File: config.mk
export PLATFORM = sky130hd
export DESIGN_NAME = pcs_pack_config
export DESIGN_NICKNAME = d
export VERILOG_FILES = /design/src/include/pcs_pkg.sv /design/src/rtl/pcs_pack_config.sv
export SDC_FILE = /design/constraint.sdc
export NUM_CORES = 1
export LEC_CHECK = 0
export BUFFER_PORTS_ARGS = -buffer_cell sky130_fd_sc_hd__buf_2
export CAP_MARGIN = 20
export CORE_AREA = 2 2 71 73
export CTS_BUF_LIST = sky130_fd_sc_hd__clkbuf_8 sky130_fd_sc_hd__clkbuf_16
export DETAILED_ROUTE_END_ITERATION = 6
export DIE_AREA = 0 0 73 75
export PLACE_DENSITY = 0.69
export SLEW_MARGIN = 5
export SYNTH_ARGS = -nofsm -noshare
export SYNTH_HDL_FRONTEND = slang
export SYNTH_SLANG_ARGS = --single-unit
export TNS_END_PERCENT = 100
File: constraint.sdc
create_clock -name i_clk -period 1.6 [get_ports i_clk]
set_input_delay 0.08 -clock i_clk [delete_from_list [all_inputs] [get_ports i_clk]]
set_output_delay 0.08 -clock i_clk [all_outputs]
set_load 0.02 [all_outputs]
File: src/include/pcs_pkg.sv
// Package: constants, field layout and carrier types of the pack config block.
package pcs_pkg;

    // Host control subcommand codes.
    localparam logic [15:0] PCS_CMD_ARM_POWER_OFF    = 16'h0013;
    localparam logic [15:0] PCS_CMD_DISARM_POWER_OFF = 16'h0014;

    // Data flash location of the pack configuration word.
    localparam logic [7:0]  PCS_DF_SUBCLASS_PACK_CFG = 8'h40;
    localparam logic [7:0]  PCS_DF_OFFSET_PACK_CFG   = 8'h00;

    // Pack configuration word: reset value and writable bits.
    localparam logic [15:0] PCS_PACK_CFG_RESET       = 16'h0177;
    localparam logic [15:0] PCS_PACK_CFG_WMASK       = 16'h8f7f;

    // Field positions inside the 16-bit pack configuration word.
    localparam int PCS_BIT_RESERVE_NOLOAD_COMP   = 15;
    localparam int PCS_BIT_ADC_GROUND_CHOICE     = 11;
    localparam int PCS_BIT_WAKE_THRESHOLD_SEL    = 10;
    localparam int PCS_BIT_SENSE_RANGE_HI        = 9;
    localparam int PCS_BIT_SENSE_RANGE_LO        = 8;
    localparam int PCS_BIT_RA_STEP_LIMIT         = 6;
    localparam int PCS_BIT_SLEEP_PERMIT          = 5;
    localparam int PCS_BIT_REMAINING_FROM_FULL   = 4;
    localparam int PCS_BIT_PIN_DRIVE_PULLUP      = 3;
    localparam int PCS_BIT_PIN_POLARITY          = 2;
    localparam int PCS_BIT_POWER_OFF_CFG_ENABLE  = 1;
    localparam int PCS_BIT_THERMISTOR_SOURCE     = 0;

    // Control status word bit positions.
    localparam int PCS_STAT_BIT_PIN_ACTIVE       = 15;
    localparam int PCS_STAT_BIT_POWER_OFF_ARMED  = 7;

    // Values after reset of the status flags.
    localparam logic PCS_PIN_ACTIVE_RESET        = 1'b0;
    localparam logic PCS_ARMED_RESET             = 1'b1;

    // Power state reported by the gauge core, one-hot.
    typedef enum logic [2:0] {
        PCS_PWR_NORMAL    = 3'b001,
        PCS_PWR_SLEEP     = 3'b010,
        PCS_PWR_HIBERNATE = 3'b100
    } pcs_pwr_e;

    // Shutdown pin driver state, one-hot.
    typedef enum logic [2:0] {
        PCS_PIN_POR_HIZ  = 3'b001,
        PCS_PIN_NORMAL   = 3'b010,
        PCS_PIN_SHUTDOWN = 3'b100
    } pcs_pin_e;

    // Decoded configuration handed to the gauge core.
    typedef struct packed {
        logic       reserve_noload_comp;
        logic       adc_ground_choice;
        logic       wake_threshold_sel;
        logic       sense_range_hi;
        logic       sense_range_lo;
        logic       ra_step_limit;
        logic       remaining_from_full_on_term;
        logic       thermistor_source;
    } pcs_cfg_s;

    // Data flash access from the host command interface.
    typedef struct packed {
        logic        wr;
        logic        rd;
        logic [7:0]  subclass;
        logic [7:0]  offset;
        logic [15:0] wdata;
    } pcs_df_req_s;

endpackage

File: src/rtl/pcs_pack_config.sv
// Pack configuration word, power-off arming and shutdown pin driver.
`timescale 1ns/1ps

// How it works
// - Status bit 15 flags shutdown pin active.
// - Status bit 7 shows power-off armed, resets 1.
// - Subcommand 0x0013 sets the armed bit.
// - Subcommand 0x0014 clears the armed bit.
// - Config enable bit set also sets armed.
// - Shutdown level only in hibernate state.
// - Pull-up/polarity pair selects pin levels.
// - Pin is high impedance at power-on reset.
// - Pull-up change applies only after reset.
// - Config word at subclass 64 offset 0.
// - Low byte bit3 pull-up, bit2 polarity.
// - High bit7 selects no-load reserve compensation.
// - High bit3 chooses alternate ADC ground.
// - High bits 2..0 set wake detection.
// - Low bit6 enables resistance step limiting.
// - Sleep allowed only with permission bit.
// - Load remaining from full on termination.
// - Polarity clear active low, set active high.
// - Pull-up set push-pull, clear open drain.
// - Config enable bit defaults to one.
// - Low bit0 selects external thermistor source.
module pcs_pack_config #(
    parameter int CMD_W = 16
) (
    // Clock and reset.
    input  wire logic                 i_clk,
    input  wire logic                 i_rst_n,
    // Host control subcommand.
    input  wire logic                 i_cmd_valid,
    input  wire logic [CMD_W-1:0]     i_cmd_code,
    // Host data flash access.
    input  wire pcs_pkg::pcs_df_req_s i_df_req,
    output logic                      o_df_ack,
    output logic [15:0]               o_df_rdata,
    // Gauge core status and events.
    input  wire pcs_pkg::pcs_pwr_e    i_power_state,
    input  wire logic                 i_sleep_conditions_ok,
    input  wire logic                 i_charge_term_valid,
    // Decoded configuration and actions.
    output pcs_pkg::pcs_cfg_s         o_cfg,
    output logic                      o_sleep_allowed,
    output logic                      o_load_remaining_from_full,
    output logic [15:0]               o_ctrl_status,
    output logic [15:0]               o_pack_cfg,
    // Shutdown request pin, open drain or push-pull.
    output logic                      o_shutdown_request_pin_o,
    output logic                      o_shutdown_request_pin_oe
);

    // The subcommand codes are 16 bits wide; a narrower port cannot hold them.
    generate
        if (CMD_W < 16)
        begin : g_bad_width
            $error("pcs_pack_config: CMD_W must be at least 16");
        end
    endgenerate

    logic [15:0]        pack_cfg_r;
    logic               armed_r;
    logic               pullup_live_r;
    logic               captured_r;
    pcs_pkg::pcs_pin_e  pin_state_r;
    pcs_pkg::pcs_pin_e  pin_state_nxt;
    logic               pin_o_r;
    logic               pin_oe_r;
    logic               pin_o_nxt;
    logic               pin_oe_nxt;
    logic               df_hit;
    logic               df_write;
    logic               cmd_arm;
    logic               cmd_disarm;
    logic               cfg_enable_write;
    logic               polarity;
    logic               shutdown_wanted;

    // The block answers a single data flash location. Every other subclass
    // or offset belongs to storage kept elsewhere in the gauge, so a miss
    // must neither store nor acknowledge; the host side then times out or
    // is answered by whichever block owns that location.
    // Address decode of the data flash window for the configuration word.
    assign df_hit = (i_df_req.subclass == pcs_pkg::PCS_DF_SUBCLASS_PACK_CFG)
                 && (i_df_req.offset == pcs_pkg::PCS_DF_OFFSET_PACK_CFG);
    assign df_write = i_df_req.wr && df_hit;

    // Codes other than arm and disarm fall through silently, since other
    // blocks of the gauge decode the rest of the subcommand space.
    // Subcommand decode; only the low 16 bits carry a code.
    assign cmd_arm    = i_cmd_valid
                     && (i_cmd_code[15:0] == pcs_pkg::PCS_CMD_ARM_POWER_OFF);
    assign cmd_disarm = i_cmd_valid
                     && (i_cmd_code[15:0] == pcs_pkg::PCS_CMD_DISARM_POWER_OFF);

    // A write carrying the enable bit arms the feature just as the command.
    assign cfg_enable_write = df_write
        && i_df_req.wdata[pcs_pkg::PCS_BIT_POWER_OFF_CFG_ENABLE];

    // The stored word feeds the decoded fields, the sleep gate and the pin
    // polarity at once. Reserved positions are masked on the way in so that
    // a careless host image cannot make them read back as ones later.
    // There is no flash model here: a reset always brings back the default
    // word, which a system with real flash would instead reload from storage.
    // Configuration word storage; reserved bits are never stored.
    always_ff @(posedge i_clk or negedge i_rst_n)
    begin
        if (!i_rst_n)
        begin
            pack_cfg_r <= pcs_pkg::PCS_PACK_CFG_RESET;
        end
        else if (df_write)
        begin
            pack_cfg_r <= i_df_req.wdata & pcs_pkg::PCS_PACK_CFG_WMASK;
        end
    end

    // The acknowledge is registered, which costs one cycle of latency but
    // keeps the decode path off the host interface timing. Read data is
    // forced to zero outside a hitting read so that an idle bus carries no
    // stale copy of the word.
    // Read back of the word one cycle after the request.
    always_ff @(posedge i_clk or negedge i_rst_n)
    begin
        if (!i_rst_n)
        begin
            o_df_ack   <= 1'b0;
            o_df_rdata <= 16'h0000;
        end
        else
        begin
            o_df_ack   <= (i_df_req.rd || i_df_req.wr) && df_hit;
            o_df_rdata <= (i_df_req.rd && df_hit) ? pack_cfg_r : 16'h0000;
        end
    end

    // The armed flag has two setters and one clearer. Only a write that
    // carries the enable bit arms the feature; a stored enable bit alone
    // does not keep re-arming it, otherwise the disarm subcommand could
    // never take hold under the default word.
    // Armed flag. Arming wins over a disarm in the same cycle so that an
    // enable request is never lost behind a racing disarm.
    always_ff @(posedge i_clk or negedge i_rst_n)
    begin
        if (!i_rst_n)
        begin
            armed_r <= pcs_pkg::PCS_ARMED_RESET;
        end
        else if (cmd_arm || cfg_enable_write)
        begin
            armed_r <= 1'b1;
        end
        else if (cmd_disarm)
        begin
            armed_r <= 1'b0;
        end
    end

    // Switching the pad between open drain and push-pull while the external
    // circuit watches the pin could glitch it towards its cut level, which
    // is why the pull-up choice is frozen until the next reset.
    // The pull-up choice is caught once, on the first edge after reset
    // release, and then frozen; later writes wait for the next reset.
    always_ff @(posedge i_clk or negedge i_rst_n)
    begin
        if (!i_rst_n)
        begin
            captured_r    <= 1'b0;
            pullup_live_r <= 1'b0;
        end
        else if (!captured_r)
        begin
            captured_r    <= 1'b1;
            pullup_live_r <= pack_cfg_r[pcs_pkg::PCS_BIT_PIN_DRIVE_PULLUP];
        end
    end

    // Polarity follows the stored word at once, unlike the pull-up.
    assign polarity = pack_cfg_r[pcs_pkg::PCS_BIT_PIN_POLARITY];

    // Shutdown level needs the feature armed and the hibernate state.
    assign shutdown_wanted = armed_r
        && (i_power_state == pcs_pkg::PCS_PWR_HIBERNATE);

    // The hi-Z state after reset protects the power path: until the pull-up
    // choice is known, driving either level could be read as a shutdown
    // request by the external circuit. The state machine therefore waits
    // one edge for the capture before it picks normal or shutdown.
    // The reset state is never entered again without a reset.
    // Pin state machine: leaves the reset hi-Z state only after capture.
    always_comb
    begin
        pin_state_nxt = pin_state_r;
        unique case (pin_state_r)
            pcs_pkg::PCS_PIN_POR_HIZ:
            begin
                if (captured_r)
                begin
                    pin_state_nxt = shutdown_wanted ? pcs_pkg::PCS_PIN_SHUTDOWN
                                                    : pcs_pkg::PCS_PIN_NORMAL;
                end
            end
            pcs_pkg::PCS_PIN_NORMAL:
            begin
                if (shutdown_wanted)
                begin
                    pin_state_nxt = pcs_pkg::PCS_PIN_SHUTDOWN;
                end
            end
            pcs_pkg::PCS_PIN_SHUTDOWN:
            begin
                if (!shutdown_wanted)
                begin
                    pin_state_nxt = pcs_pkg::PCS_PIN_NORMAL;
                end
            end
            default:
            begin
                pin_state_nxt = pcs_pkg::PCS_PIN_POR_HIZ;
            end
        endcase
    end

    always_ff @(posedge i_clk or negedge i_rst_n)
    begin
        if (!i_rst_n)
        begin
            pin_state_r <= pcs_pkg::PCS_PIN_POR_HIZ;
        end
        else
        begin
            pin_state_r <= pin_state_nxt;
        end
    end

    // The table is computed from the next state rather than the current one
    // so that the pad and the pin-active status bit change on the same edge
    // and the host never sees the two disagree.
    // Level table for the next pin state. Without pull-up the pin is open
    // drain, so a high level becomes released (oe low).
    always_comb
    begin
        pin_o_nxt  = 1'b0;
        pin_oe_nxt = 1'b0;
        unique case (pin_state_nxt)
            pcs_pkg::PCS_PIN_POR_HIZ:
            begin
                pin_o_nxt  = 1'b0;
                pin_oe_nxt = 1'b0;
            end
            pcs_pkg::PCS_PIN_NORMAL:
            begin
                pin_o_nxt  = pullup_live_r && !polarity;
                pin_oe_nxt = pullup_live_r || polarity;
            end
            pcs_pkg::PCS_PIN_SHUTDOWN:
            begin
                pin_o_nxt  = pullup_live_r && polarity;
                pin_oe_nxt = pullup_live_r || !polarity;
            end
            default:
            begin
                pin_o_nxt  = 1'b0;
                pin_oe_nxt = 1'b0;
            end
        endcase
    end

    // Registered pin drivers keep the pad free of decode glitches.
    always_ff @(posedge i_clk or negedge i_rst_n)
    begin
        if (!i_rst_n)
        begin
            pin_o_r  <= 1'b0;
            pin_oe_r <= 1'b0;
        end
        else
        begin
            pin_o_r  <= pin_o_nxt;
            pin_oe_r <= pin_oe_nxt;
        end
    end

    assign o_shutdown_request_pin_o  = pin_o_r;
    assign o_shutdown_request_pin_oe = pin_oe_r;

    // Only two positions of the status word belong to this block; the rest
    // read zero here and are merged with other status sources upstream.
    // Control status word; pin-active tracks the shutdown state flop.
    always_comb
    begin
        o_ctrl_status = 16'h0000;
        o_ctrl_status[pcs_pkg::PCS_STAT_BIT_PIN_ACTIVE] =
            (pin_state_r == pcs_pkg::PCS_PIN_SHUTDOWN);
        o_ctrl_status[pcs_pkg::PCS_STAT_BIT_POWER_OFF_ARMED] = armed_r;
    end

    // These fields take effect on the cycle after a write. The gauge core
    // must tolerate a field that changes in mid-computation, since no
    // shadow copy is kept to hold them steady until a safe point.
    // Decoded fields for the gauge core, straight from the stored word.
    always_comb
    begin
        o_cfg.reserve_noload_comp =
            pack_cfg_r[pcs_pkg::PCS_BIT_RESERVE_NOLOAD_COMP];
        o_cfg.adc_ground_choice =
            pack_cfg_r[pcs_pkg::PCS_BIT_ADC_GROUND_CHOICE];
        o_cfg.wake_threshold_sel =
            pack_cfg_r[pcs_pkg::PCS_BIT_WAKE_THRESHOLD_SEL];
        o_cfg.sense_range_hi =
            pack_cfg_r[pcs_pkg::PCS_BIT_SENSE_RANGE_HI];
        o_cfg.sense_range_lo =
            pack_cfg_r[pcs_pkg::PCS_BIT_SENSE_RANGE_LO];
        o_cfg.ra_step_limit =
            pack_cfg_r[pcs_pkg::PCS_BIT_RA_STEP_LIMIT];
        o_cfg.remaining_from_full_on_term =
            pack_cfg_r[pcs_pkg::PCS_BIT_REMAINING_FROM_FULL];
        o_cfg.thermistor_source =
            pack_cfg_r[pcs_pkg::PCS_BIT_THERMISTOR_SOURCE];
    end

    assign o_pack_cfg = pack_cfg_r;

    // Sleep permission gates the core's own sleep qualification.
    assign o_sleep_allowed = i_sleep_conditions_ok
        && pack_cfg_r[pcs_pkg::PCS_BIT_SLEEP_PERMIT];

    // A termination pulse that arrives while the bit is clear is dropped,
    // not remembered; setting the bit later does not replay it.
    // One-cycle command to copy full charge capacity into remaining.
    always_ff @(posedge i_clk or negedge i_rst_n)
    begin
        if (!i_rst_n)
        begin
            o_load_remaining_from_full <= 1'b0;
        end
        else
        begin
            o_load_remaining_from_full <= i_charge_term_valid
                && pack_cfg_r[pcs_pkg::PCS_BIT_REMAINING_FROM_FULL];
        end
    end

endmodule // pcs_pack_config
; After elaboration in Yosys (flattened, before gate mapping)
; Cells that the tools add are included.
[word_totals]
in_bits = 58
reg_bits = 38
word_cells = 48
out_inout_bits = 61
[classes]
reduce_logical = 19
mux = 10
n_eq_ne = 9
[op_table]
columns = operator, count
row1 = $eq 16x5->1 const B, 2
row2 = $mux 16, 1
row3 = $logic_and 1x1->1, 12
row4 = $mux 3, 4
row5 = $eq 3x3->1 const B, 3
row6 = $pmux 3 s3, 1
row7 = $eq 8x7->1 const B, 1
row8 = $logic_not 8->1, 1
row9 = $eq 3x2->1 const B, 2
row10 = $logic_or 1x1->1, 4
row11 = $pmux 1 s2, 2
row12 = $eq 3x1->1 const B, 1
row13 = $mux 1, 2
row14 = $reduce_bool 2->1, 1
row15 = $logic_not 1->1, 1

; Depth between registers and ports, before layout
; Gate-level depths: netlist of the first run.
[logic_depth]
word_depth = 7
mapped_depth = 5
depth_no_buf = 4

; Worst setup path after synthesis of the first run
; No wires, ideal clock.
[synth_timing]
kind = register to register
start = register pin_state_r[0]
end = register pin_o_r, in the netlist o_shutdown_request_pin_o
path_buffers = 0
setup_time_ns = 0.089
required_time_ns = 1.511
period_less_slack_ns = 1.413
path_slack_ns = 0.187
path_stages_with_launch = 4
t_arrival_ns = 1.324
path_cell_list = dfstp_2 -> nor3b_1 -> nor2_1 -> nor3b_1
[synth_via]
elab_chain_len = 4
elab_cells_between_ends = 10
cone_classes = 5 x eq/ne / 5 x mux
[synth_lines]
columns = element, line
row1 = "start, declared", pcs_pack_config.sv:66  ; pcs_pkg::pcs_pin_e pin_state_r;
row2 = "start signal, assigned", pcs_pack_config.sv:229  ; pin_state_r <= pcs_pkg::PCS_PIN_POR_HIZ;
row3 = "start signal, assigned", pcs_pack_config.sv:233  ; pin_state_r <= pin_state_nxt;
row4 = $eq 3x3->1 *, --
row5 = named net o_ctrl_status[15], pcs_pack_config.sv:47  ; output logic [15:0] o_ctrl_status,
row6 = $pmux 3 s3 *, pcs_pack_config.sv:195  ; unique case (pin_state_r)
row7 = named net pin_state_nxt[0], pcs_pack_config.sv:67  ; pcs_pkg::pcs_pin_e pin_state_nxt;
row8 = $eq 3x3->1 or $eq 3x2->1 (tied branches), pcs_pack_config.sv:246  ; unique case (pin_state_nxt)
row9 = $pmux 1 s2 *, pcs_pack_config.sv:246
row10 = named net pin_o_nxt, pcs_pack_config.sv:70  ; logic pin_o_nxt;
row11 = "end signal, assigned", pcs_pack_config.sv:280  ; pin_o_r <= pin_o_nxt;
row12 = "end, declared", pcs_pack_config.sv:68  ; logic pin_o_r;
; Mark *: on every way through the listed nets, which the timed path passes. The rest lies on a longest branch.
; A chain may end at the register's enable or synchronous reset.

; Worst setup path in the final report of the first run
[layout_timing]
start = register armed_r
end = register pin_o_r, in the netlist o_shutdown_request_pin_o
[layout_via]
elab_chain_len = 6
elab_cells_between_ends = 9
cone_classes = 2 x eq/ne / 6 x mux / 1 x reduce/logical
[layout_lines]
columns = element, line
row1 = "start, declared", pcs_pack_config.sv:63  ; logic armed_r;
row2 = "start signal, assigned", pcs_pack_config.sv:148  ; armed_r <= pcs_pkg::PCS_ARMED_RESET;
row3 = $logic_and 1x1->1 *, pcs_pack_config.sv:184  ; && (i_power_state == pcs_pkg::PCS_PWR_HIBERNATE);
row4 = $mux 3, pcs_pack_config.sv:200  ; pin_state_nxt = shutdown_wanted ? pcs_pkg::PCS_PIN_SHUTDOWN
row5 = $mux 3, pcs_pack_config.sv:198  ; if (captured_r)
row6 = $pmux 3 s3 *, pcs_pack_config.sv:195
row7 = $eq 3x3->1 or $eq 3x2->1 (tied branches), pcs_pack_config.sv:246
row8 = $pmux 1 s2 *, pcs_pack_config.sv:246
row9 = named net pin_o_nxt, pcs_pack_config.sv:70
; Marks and branches as above.

==> results of run 1 <==
==> flip-flops by register name, indices dropped and copies added, names as in the netlist <==
name,cells
armed_r,1
captured_r,1
o_df_ack,1
o_df_rdata,12
o_load_remaining_from_full,1
o_pack_cfg,12
o_shutdown_request_pin_o,1
o_shutdown_request_pin_oe,1
pin_state_r,3
pullup_live_r,1
==> layer usage <==
metal	GRT usage	vias up
met5	0	-
met4	0.0617	0
met3	0.0375	4
met2	0.186	65
met1	0.127	536
li1	-	564
==> stage by stage <==
step | instance area [µm²] | total power, mW
after floorplan | 1670 | 1.07
after global placement | 1950 | 1.12
after detailed placement | 1950 | 1.13
after CTS | 2070 | 1.86
after global routing | 2070 | 1.93
final | 2070 | 1.83
==> synth_stat cells, drive strengths merged <==
library cell  count
nor2b             1
and3             12
nand2             6
mux2             13
dfrtp            25
nor2              4
nand3b            1
or3               1
nor3b             2
nor3              1
and2              2
nand4             1
buf              32
dfstp             9
xnor2             1
clkbuf            2
nand2b            1
a21oi             2
nor4b             3
and4              1
conb              2
o211ai            1
nor4              4
o21ai             1
inv               2
==> how the worst min path moves through the flow <==
stage / from / endpoint / slack [ns] / cells after the start
global route: i_df_req[0] / o_pack_cfg[0]$_DFFE_PN1P_ / 0.01 / 2
CTS: i_charge_term_valid / o_load_remaining_from_full$_DFF_PN0_ / 0.02 / 2
finish: i_charge_term_valid / o_load_remaining_from_full$_DFF_PN0_ / 0.03 / 2
floorplan: i_rst_n / captured_r$_DFF_PN0_ / -0.22 / 0
detailed placement: i_rst_n / o_pack_cfg[9]$_DFFE_PN0P_ / 0.19 / 1
global placement: i_rst_n / o_pack_cfg[9]$_DFFE_PN0P_ / 0.17 / 1
==> area by class of cell <==
type / instances / area [µm²] / share of cell area
tap: 54 / 67.6 / 0.0326
sequential: 34 / 862 / 0.416
clock buffer: 8 / 110 / 0.0531
inverter: 2 / 7.51 / 0.00362
multi-input combinational: 81 / 548 / 0.264
timing repair buffer: 94 / 478 / 0.231
==> timing repair <==
| action | CTS | global route |
|---|---|---|
| endpoints found under the hold margin | 25 | 0 |
| resized for setup | 0 | 0 |
| hold buffers | 1 | 0 |
==> worst register-to-register path, cell delays in order (launching register included) <==
cell     delay, ns
dfstp_2       0.54
nand2_1       0.05
nor3_1        0.29
xnor2_1       0.18
nor3b_1       0.22
==> power by group <==
group          internal (mW)  leakage [nW]  switching, mW
combinational         0.0765         0.754          0.118
sequential             0.898         0.439         0.0179
clock                  0.434        0.0575          0.283
==> logic make-up after synthesis <==
group                  Yosys count  synth area share
flip-flops                      34             0.542
buffers and inverters           36             0.163
AND/OR/NAND/NOR                 40             0.160
multiplexers                    13             0.111
XOR/XNOR                         1           0.00551
AO/OA/AOI/OAI                    4            0.0142
other                            2           0.00472
==> results.py, run 1 <==
metrics = {
    "sta": {
        "period_needed_ns": 1.37,
        "hold_ws_ns": 0.0253,
        "setup_viol_count_final": 0,
        "fmax_mhz": 729,
        "hold_viol": 0,
        "clock_skew_ns": 0.00309,
        "period_share": 0.857,
        "fin_ws_ns": 0.229,
        "tightestPinTransition_ns": 0.731,
        "tns_ns": 0,
        "slew_headroom": 0.512,
        "final_max_slew_viol_count": 0,
        "rsz0062_at_grt": "no",
    },
    "place": {
        "hpwl_um": 2420,
        "pre_cts_slack_ns": 0.191,
        "gp_congestion": 0.767,
        "port_buffers": 92,
        "place_inst": 264,
    },
    "global_routing": {
        "grt_pass1_vias": 981,
        "grt_max_degree": 35,
        "grt_first_pass_wirelength_um": 4480,
        "antenna_found_initial": 0,
        "gr-usage-all-layers": 0.112,
        "grt_overflow": 0,
    },
    "worst_setup_path": {
        "cp_slowest_cell": "dfstp_2",
        "r2r_cells": 4,
        "startpoint": "armed_r$_DFFE_PN1P_",
        "cp_top_family": "simple AND/OR/NAND/NOR gates",
        "reg2reg_to": "o_shutdown_request_pin_o$_DFF_PN0_",
        "arrival_ns": 1.55,
        "critPathMaxStageDelay_ns": 0.54,
        "start_kind": "flop",
        "worst-path-stages": 4,
        "critical_path_buf_inv_count": 0,
        "crit_required_ns": 1.78,
        "endpoint": "o_shutdown_request_pin_o$_DFF_PN0_",
        "crit_type": "flop to flop",
        "reg2reg_slack_ns": 0.23,
        "cp_cell_sequence": "nand2_1 > nor3_1 > xnor2_1 > nor3b_1",
        "path_max_fanout": 3,
        "r2r-start": "armed_r$_DFFE_PN1P_",
        "end_kind": "flop",
    },
    "cts": {
        "insertion_delay_ns": 0.27,
        "cts_inserted_buffers": 5,
        "cts_root_buffer": "clkbuf_8",
        "clock_path_buffers": 2,
        "clk_pin_slew_worst_paths_ns": 0.06,
        "cts.sinks": 34,
        "cts_setup_buffers": 0,
        "cts_tree": "done",
        "htreeDepth": 2,
    },
    "pwr": {
        "cellPowerDensity_nw_per_um2": 881,
        "ir_worst_vdd_v": 0.000294,
        "p_leak_nw": 1.25,
    },
    "detailed_routing": {
        "drc_errors": 0,
        "dr_wl_met2_um": 1630,
        "firstDrtPassIters": 3,
        "num_vias": 1169,
        "wl_met3_um": 247,
        "wire_per_inst_um": 11.2,
        "drtIter0Drc": 20,
        "highest_layer": "met4",
        "wl_um": 3070,
        "met1Wirelength_um": 1140,
        "drt-vias-per-instance": 4.28,
        "ant_nets": 0,
    },
    "die": {
        "coreArea_um2": 4660,
        "die_h_um": 75,
        "ios": 119,
        "rows": 25,
        "die_w_um": 73,
        "die_area_um2": 5480,
        "start_util": 0.341,
    },
    "finish": {
        "stdcell_count": 273,
        "drive_gt1_frac": 0.575,
        "layout.cells.most_common_list": "buf_2, dfrtp_1, conb_1",
        "layout_commonest_cell": "buf_2",
        "final_core_util": 0.445,
        "fillers": 442,
        "area_growth_pct": 30.4,
        "final_nets": 276,
        "diodes": 0,
    },
    "synthesis": {
        "synth_top_area_cell": "dfrtp_1",
        "ys_types": 29,
        "synth_seq_cells": 34,
        "synth_top_area_share": 0.393,
        "syn_avg_cell_area_um2": 12.2,
        "synth-seq-area-share": 0.542,
        "netlist_area_um2": 1590,
        "synth_area_leaders": "dfrtp_1, dfstp_2, buf_4",
        "synth_cells": 130,
        "yosys_warnings": 0,
    },
    "min_path": {
        "min_path_type": "input pin to flop",
    },
    "run": {
        "drv_cap": 0,
    },
    "status": {
        "status": "completed",
    },
}
Note: power is estimated with default switching activity, not from simulation.
==> inputs of run 2 (changes only) <==
Settings changed: GPL_TIMING_DRIVEN set to 0, PLACE_DENSITY 0.69 to not set, PLACE_DENSITY_LB_ADDON set to 0.25, SLEW_MARGIN 5 to not set.
==> run 2 against run 1 <==
  * Sequential share of layout area shrank 4.3 points
  * Critical endpoint unchanged
  * Largest power group unchanged
  * Cell count grew 12%
  * Clock power grew 3.1%
  * Via count grew 7.0%
  * Worst hold slack lost 0.0070 ns
  * Combinational power grew 23%
  * Utilization grew 5.2 points
  * Largest cell class unchanged
  * Sequential power is essentially flat
  * Design area grew 12%
  * Count of clock-buffer cells in the layout shrank 3
  * Critical path depth is the same
  * First-iteration DRC count grew to 2.8 times the previous value
==> results.py, run 2 (synthesis results as in run 1) <==
metrics = {
    "detailed_routing": {
        "drtIter0Drc": 56,
        "drt-vias-per-instance": 4.09,
        "firstDrtPassIters": 4,
        "drc_errors": 0,
        "wire_per_inst_um": 10.8,
        "num_vias": 1251,
        "ant_nets": 0,
        "wl_um": 3310,
    },
    "cts": {
        "htreeDepth": 2,
        "cts.sinks": 34,
        "insertion_delay_ns": 0.28,
        "cts_resized": 0,
        "clk_pin_slew_worst_paths_ns": 0.06,
        "clock_path_buffers": 2,
        "cts_root_buffer": "clkbuf_8",
        "cts_inserted_buffers": 5,
        "cts_tree": "done",
    },
    "worst_setup_path": {
        "reg2reg_slack_ns": 0.20,
        "r2r_cells": 4,
        "start_kind": "flop",
        "path_max_fanout": 3,
        "arrival_ns": 1.58,
        "crit_type": "flop to flop",
        "r2r-start": "armed_r$_DFFE_PN1P_",
        "end_kind": "flop",
        "crit_required_ns": 1.79,
        "reg2reg_to": "o_shutdown_request_pin_o$_DFF_PN0_",
    },
    "global_routing": {
        "grt_max_degree": 35,
        "grt_overflow": 0,
        "gr-usage-all-layers": 0.123,
        "grt_first_pass_wirelength_um": 4870,
        "grt_pass1_vias": 1057,
        "antenna_found_initial": 0,
    },
    "pwr": {
        "cellPowerDensity_nw_per_um2": 818,
        "p_leak_nw": 1.43,
        "ir_worst_vdd_v": 0.000287,
    },
    "sta": {
        "rsz0062_at_grt": "no",
        "hold_viol": 0,
        "period_needed_ns": 1.40,
        "tns_ns": 0,
        "slew_headroom": 0.508,
        "period_share": 0.873,
        "clock_skew_ns": 0.00150,
        "setup_viol_count_final": 0,
        "hold_ws_ns": 0.0183,
        "tightestPinTransition_ns": 0.738,
        "final_max_slew_viol_count": 0,
        "fmax_mhz": 716,
        "fin_ws_ns": 0.203,
    },
    "die": {
        "die_w_um": 73,
        "die_h_um": 75,
        "coreArea_um2": 4660,
        "rows": 25,
        "ios": 119,
        "start_util": 0.341,
        "die_area_um2": 5480,
    },
    "finish": {
        "area_growth_pct": 45.5,
        "regArea_um2": 862,
        "fillers": 457,
        "final_core_util": 0.496,
        "diodes": 0,
        "layout.cells.most_common_list": "buf_2, buf_4, dfrtp_1",
        "layout_commonest_cell": "buf_2",
        "final_nets": 309,
        "multi_input_area_um2": 548,
        "drive_gt1_frac": 0.615,
    },
    "place": {
        "hpwl_um": 2700,
        "port_buffers": 92,
        "gp_congestion": 0.727,
        "pre_cts_slack_ns": 0.117,
    },
    "min_path": {
        "holdPathEnd": "o_load_remaining_from_full$_DFF_PN0_",
        "min_path_type": "input pin to flop",
        "min_path_cells": 2,
        "hold_path.startpoint": "i_charge_term_valid",
    },
    "run": {
        "drv_cap": 0,
    },
    "status": {
        "status": "completed",
    },
}
==> run 2: changes by cell type in the layout (fill, tap and decap cells not counted), sizes merged <==
cell    change
buf        +31
inv         +2
bufinv      +1
clkbuf      -1
==> run 2: metrics by stage <==
step                      power [mW]  instances  cell area (µm²)
after global placement          1.16        297             2200
final                           1.89        306             2310
after detailed placement        1.17        297             2200
after floorplan                 1.07        151             1670
after CTS                       1.92        306             2310
after global routing            1.99        306             2310
==> run 2: layout make-up <==
class | count | area share
Buffer | 34 | 0.109
Clock buffer | 5 | 0.0297
Clock inverter | 3 | 0.0162
Inverter | 2 | 0.00324
Multi-Input combinational cell | 81 | 0.237
Sequential cell | 34 | 0.373
Tap cell | 54 | 0.0292
Timing Repair Buffer | 93 | 0.203
==> run 2: worst max path at each step <==
stage | start | end | slack, ns | cells after the start
detailed placement | i_df_req[20] | o_pack_cfg[11]$_DFFE_PN0P_ | 0.12 | 6
floorplan | pin_state_r[0]$_DFF_PN1_ | o_shutdown_request_pin_o$_DFF_PN0_ | 0.19 | 3
finish | armed_r$_DFFE_PN1P_ | o_shutdown_request_pin_o$_DFF_PN0_ | 0.20 | 4
global route | armed_r$_DFFE_PN1P_ | o_shutdown_request_pin_o$_DFF_PN0_ | 0.13 | 4
CTS | armed_r$_DFFE_PN1P_ | o_shutdown_request_pin_o$_DFF_PN0_ | 0.19 | 4
global placement | i_df_req[20] | o_pack_cfg[9]$_DFFE_PN0P_ | 0.13 | 6
==> run 2: per-layer routing <==
layer,global-route usage,wire (µm),vias up
li1,-,-,628
met1,0.157,1320,550
met2,0.189,1680,67
met3,0.0415,259,6
met4,0.0556,50,0
met5,0,0,-
==> run 2: power by group <==
part	switching [mW]	leakage, nW	internal (mW)
combinational	0.125	0.926	0.113
clock	0.287	0.0607	0.453
sequential	0.0182	0.439	0.898
total	0.429	1.43	1.46
==> run 2: timing repair <==
item                      4_1_cts  5_1_grt
setup buffers                   0        0
hold endpoints to repair       25        0
hold buffers                    1        0
==> run 2: worst max-delay path: stages, from the launching register on <==
cell	delay (ns)
dfstp_2	0.54
nand2_1	0.05
nor3_1	0.30
xnor2_1	0.18
nor3b_1	0.23
==> inputs of run 3 (changes only) <==
Settings changed: ABC_AREA set to 1, CORE_AREA 2 2 71 73 to 2 2 73 75, DIE_AREA 0 0 73 75 to 0 0 75 77.
==> run 3 against run 2 <==
  * Worst hold slack got worse by 0.0066 ns
  * First-iteration DRC count shrank 36%
  * Maximum frequency rose by 7.9%
  * Non-clock buffer count rose by 5
  * Global-route usage rose by 1.5 points
  * Register-to-register slack improved by 0.10 ns
  * Via count grew 15%
  * Flip-flop and latch count did not move
  * Largest power group unchanged
  * Count of clock-buffer cells in the layout up 1
  * Combinational power up 13%
==> results.py, run 3 <==
metrics = {
    "synthesis": {
        "synth_top_family_by_area": "buffers and inverters",
        "ys_types": 19,
        "synth-seq-area-share": 0.504,
        "synth-compound-area-share": 0.0622,
        "synthArstFlopShare": 1.00,
        "synth_common_cells": "nand2_1, buf_4, inv_1, nor2_1, dfrtp_1",
        "synth_seq_cells": 34,
        "synth_xor_area_frac": 0,
        "synth_top_area_share": 0.366,
        "muxShareOfSynthArea": 0,
        "synth_top_area_cell": "dfrtp_1",
        "synth_area_leaders": "dfrtp_1, dfstp_2, buf_4",
        "synth_flop_cell": "dfrtp_1",
        "syn_avg_cell_area_um2": 8.90,
        "synth_cells": 192,
        "synth.most_common_cell": "nand2_1",
        "netlist_area_um2": 1710,
        "synth_edf_count": 0,
        "synth_simple_gate_area_share": 0.207,
        "yosys.area_share.adder": 0,
        "yosys_warnings": 0,
    },
    "global_routing": {
        "grt_first_pass_wirelength_um": 6040,
        "grt_pass1_vias": 1347,
        "grt_max_degree": 35,
        "grt_overflow": 0,
        "antenna_found_initial": 0,
        "gr-usage-all-layers": 0.138,
    },
    "detailed_routing": {
        "drc_errors": 0,
        "wl_um": 3570,
        "ant_nets": 0,
        "wire_per_inst_um": 9.18,
        "drtIter0Drc": 36,
        "drt-vias-per-instance": 3.70,
        "firstDrtPassIters": 2,
        "num_vias": 1440,
    },
    "finish": {
        "layout_commonest_cell": "buf_2",
        "stdcell_count": 389,
        "final_area_um2": 2490,
        "fillers": 508,
        "final_nets": 376,
        "diodes": 0,
        "final_core_util": 0.499,
        "layout.cells.most_common_list": "buf_2, inv_1, nand2_1",
        "area_growth_pct": 45.5,
        "drive_gt1_frac": 0.498,
    },
    "place": {
        "gp_congestion": 0.768,
        "port_buffers": 92,
        "hpwl_um": 2810,
        "placed_area_um2": 2340,
        "place_inst": 375,
    },
    "worst_setup_path": {
        "cp_top_family": "simple AND/OR/NAND/NOR gates",
        "critical_path_buf_inv_count": 0,
        "critPathMaxStageDelay_ns": 0.54,
        "r2r_cells": 5,
        "crit_type": "flop to flop",
        "r2r-start": "armed_r$_DFFE_PN1P_",
        "cp_slowest_cell": "dfstp_2",
        "crit_required_ns": 1.77,
        "reg2reg_slack_ns": 0.30,
        "reg2reg_to": "o_shutdown_request_pin_oe$_DFF_PN0_",
        "start_kind": "flop",
        "cp_cell_sequence": "nand2_1 > nor3_1 > nand3_1 > nand3_1 > nand2_1",
        "path_max_fanout": 3,
        "end_kind": "flop",
        "arrival_ns": 1.46,
    },
    "sta": {
        "hold_viol": 0,
        "period_share": 0.809,
        "final_max_slew_viol_count": 0,
        "tns_ns": 0,
        "rsz0062_at_grt": "no",
        "period_needed_ns": 1.30,
        "hold_ws_ns": 0.0117,
        "fmax_mhz": 772,
        "clock_skew_ns": 0.00214,
        "tightestPinTransition_ns": 0.739,
        "slew_headroom": 0.507,
        "setup_viol_count_final": 0,
    },
    "die": {
        "ios": 119,
        "die_w_um": 75,
        "rows": 26,
        "die_h_um": 77,
        "start_util": 0.343,
        "coreArea_um2": 4980,
        "die_area_um2": 5780,
    },
    "pwr": {
        "p_leak_nw": 1.46,
        "cellPowerDensity_nw_per_um2": 728,
        "ir_worst_vdd_v": 0.000345,
    },
    "cts": {
        "cts_root_buffer": "clkbuf_8",
        "htreeDepth": 2,
        "clk_pin_slew_worst_paths_ns": 0.06,
        "cts_inserted_buffers": 5,
        "insertion_delay_ns": 0.28,
        "cts.sinks": 34,
        "cts_resized": 0,
        "clock_path_buffers": 2,
        "cts_tree": "done",
    },
    "status": {
        "status": "completed",
    },
    "min_path": {
        "min_path_type": "input pin to flop",
        "holdPathEnd": "o_pack_cfg[6]$_DFFE_PN1P_",
        "hold_path.startpoint": "i_df_req[6]",
        "min_path_cells": 3,
    },
    "run": {
        "drv_cap": 0,
    },
}
[run 3: cell count changes in the layout (fill, tap and decap cells not counted), moves of 8 or more]
cell     delta
nand2_1    +27
mux2_4      -8
and3_1     -12
o21ai_2    +11
nor2_1     +23
inv_1      +28
[run 3: cells by family after synthesis]
family          after synthesis
simple gates                 79
other cells                   2
compound gates               13
buf+inv                      64
flops                        34
[run 3: worst max path at each step]
stage	from	end	slack (ns)	depth (start not counted)
after global routing	armed_r$_DFFE_PN1P_	o_shutdown_request_pin_oe$_DFF_PN0_	0.16	6
after global placement	armed_r$_DFFE_PN1P_	o_shutdown_request_pin_oe$_DFF_PN0_	0.31	5
final	armed_r$_DFFE_PN1P_	o_shutdown_request_pin_oe$_DFF_PN0_	0.30	5
after CTS	armed_r$_DFFE_PN1P_	o_shutdown_request_pin_oe$_DFF_PN0_	0.28	5
after floorplan	armed_r$_DFFE_PN1P_	o_shutdown_request_pin_oe$_DFF_PN0_	0.45	5
after detailed placement	armed_r$_DFFE_PN1P_	o_shutdown_request_pin_oe$_DFF_PN0_	0.29	5
[run 3: layout make-up]
cell class / instances / area [µm²] / share of cell area
Sequential cell: 34 / 862 / 0.347
Timing Repair Buffer: 98 / 520 / 0.209
Clock buffer: 6 / 82.6 / 0.0332
Tap cell: 70 / 87.6 / 0.0352
Clock inverter: 2 / 7.51 / 0.00302
Inverter: 30 / 113 / 0.0453
Multi-Input combinational cell: 115 / 547 / 0.220
Buffer: 34 / 267 / 0.107
[run 3: where the power goes]
group          switching [mW]  total (mW)  internal (mW)
sequential             0.0229       0.921          0.898
clock                   0.282       0.620          0.338
combinational           0.148       0.269          0.121
total                   0.453        1.81           1.36
[run 3: metal layers]
metal  track usage  routed length (µm)
met4        0.0571                  60
met2         0.249                1990
met1         0.141                1300
met3        0.0420                 222
met5             0                   0
[run 3: stage by stage]
stage	total power [mW]	worst slack (ns)
2_1_floorplan	1.09	0.450
3_3_place_gp	1.18	0.312
3_5_place_dp	1.19	0.288
4_1_cts	1.84	0.281
5_1_grt	1.91	0.161
6_report	1.81	0.305
[run 3: timing repair]
action	CTS	global route
endpoints found under the hold margin	30	0
setup buffers	0	0
hold buffers	6	0
[run 3: tightest hold or removal path, delay by kind of cell]
kind / cells / cell delay (ns)
compound gates: 1 / 0.05
buf+inv: 2 / 0.16
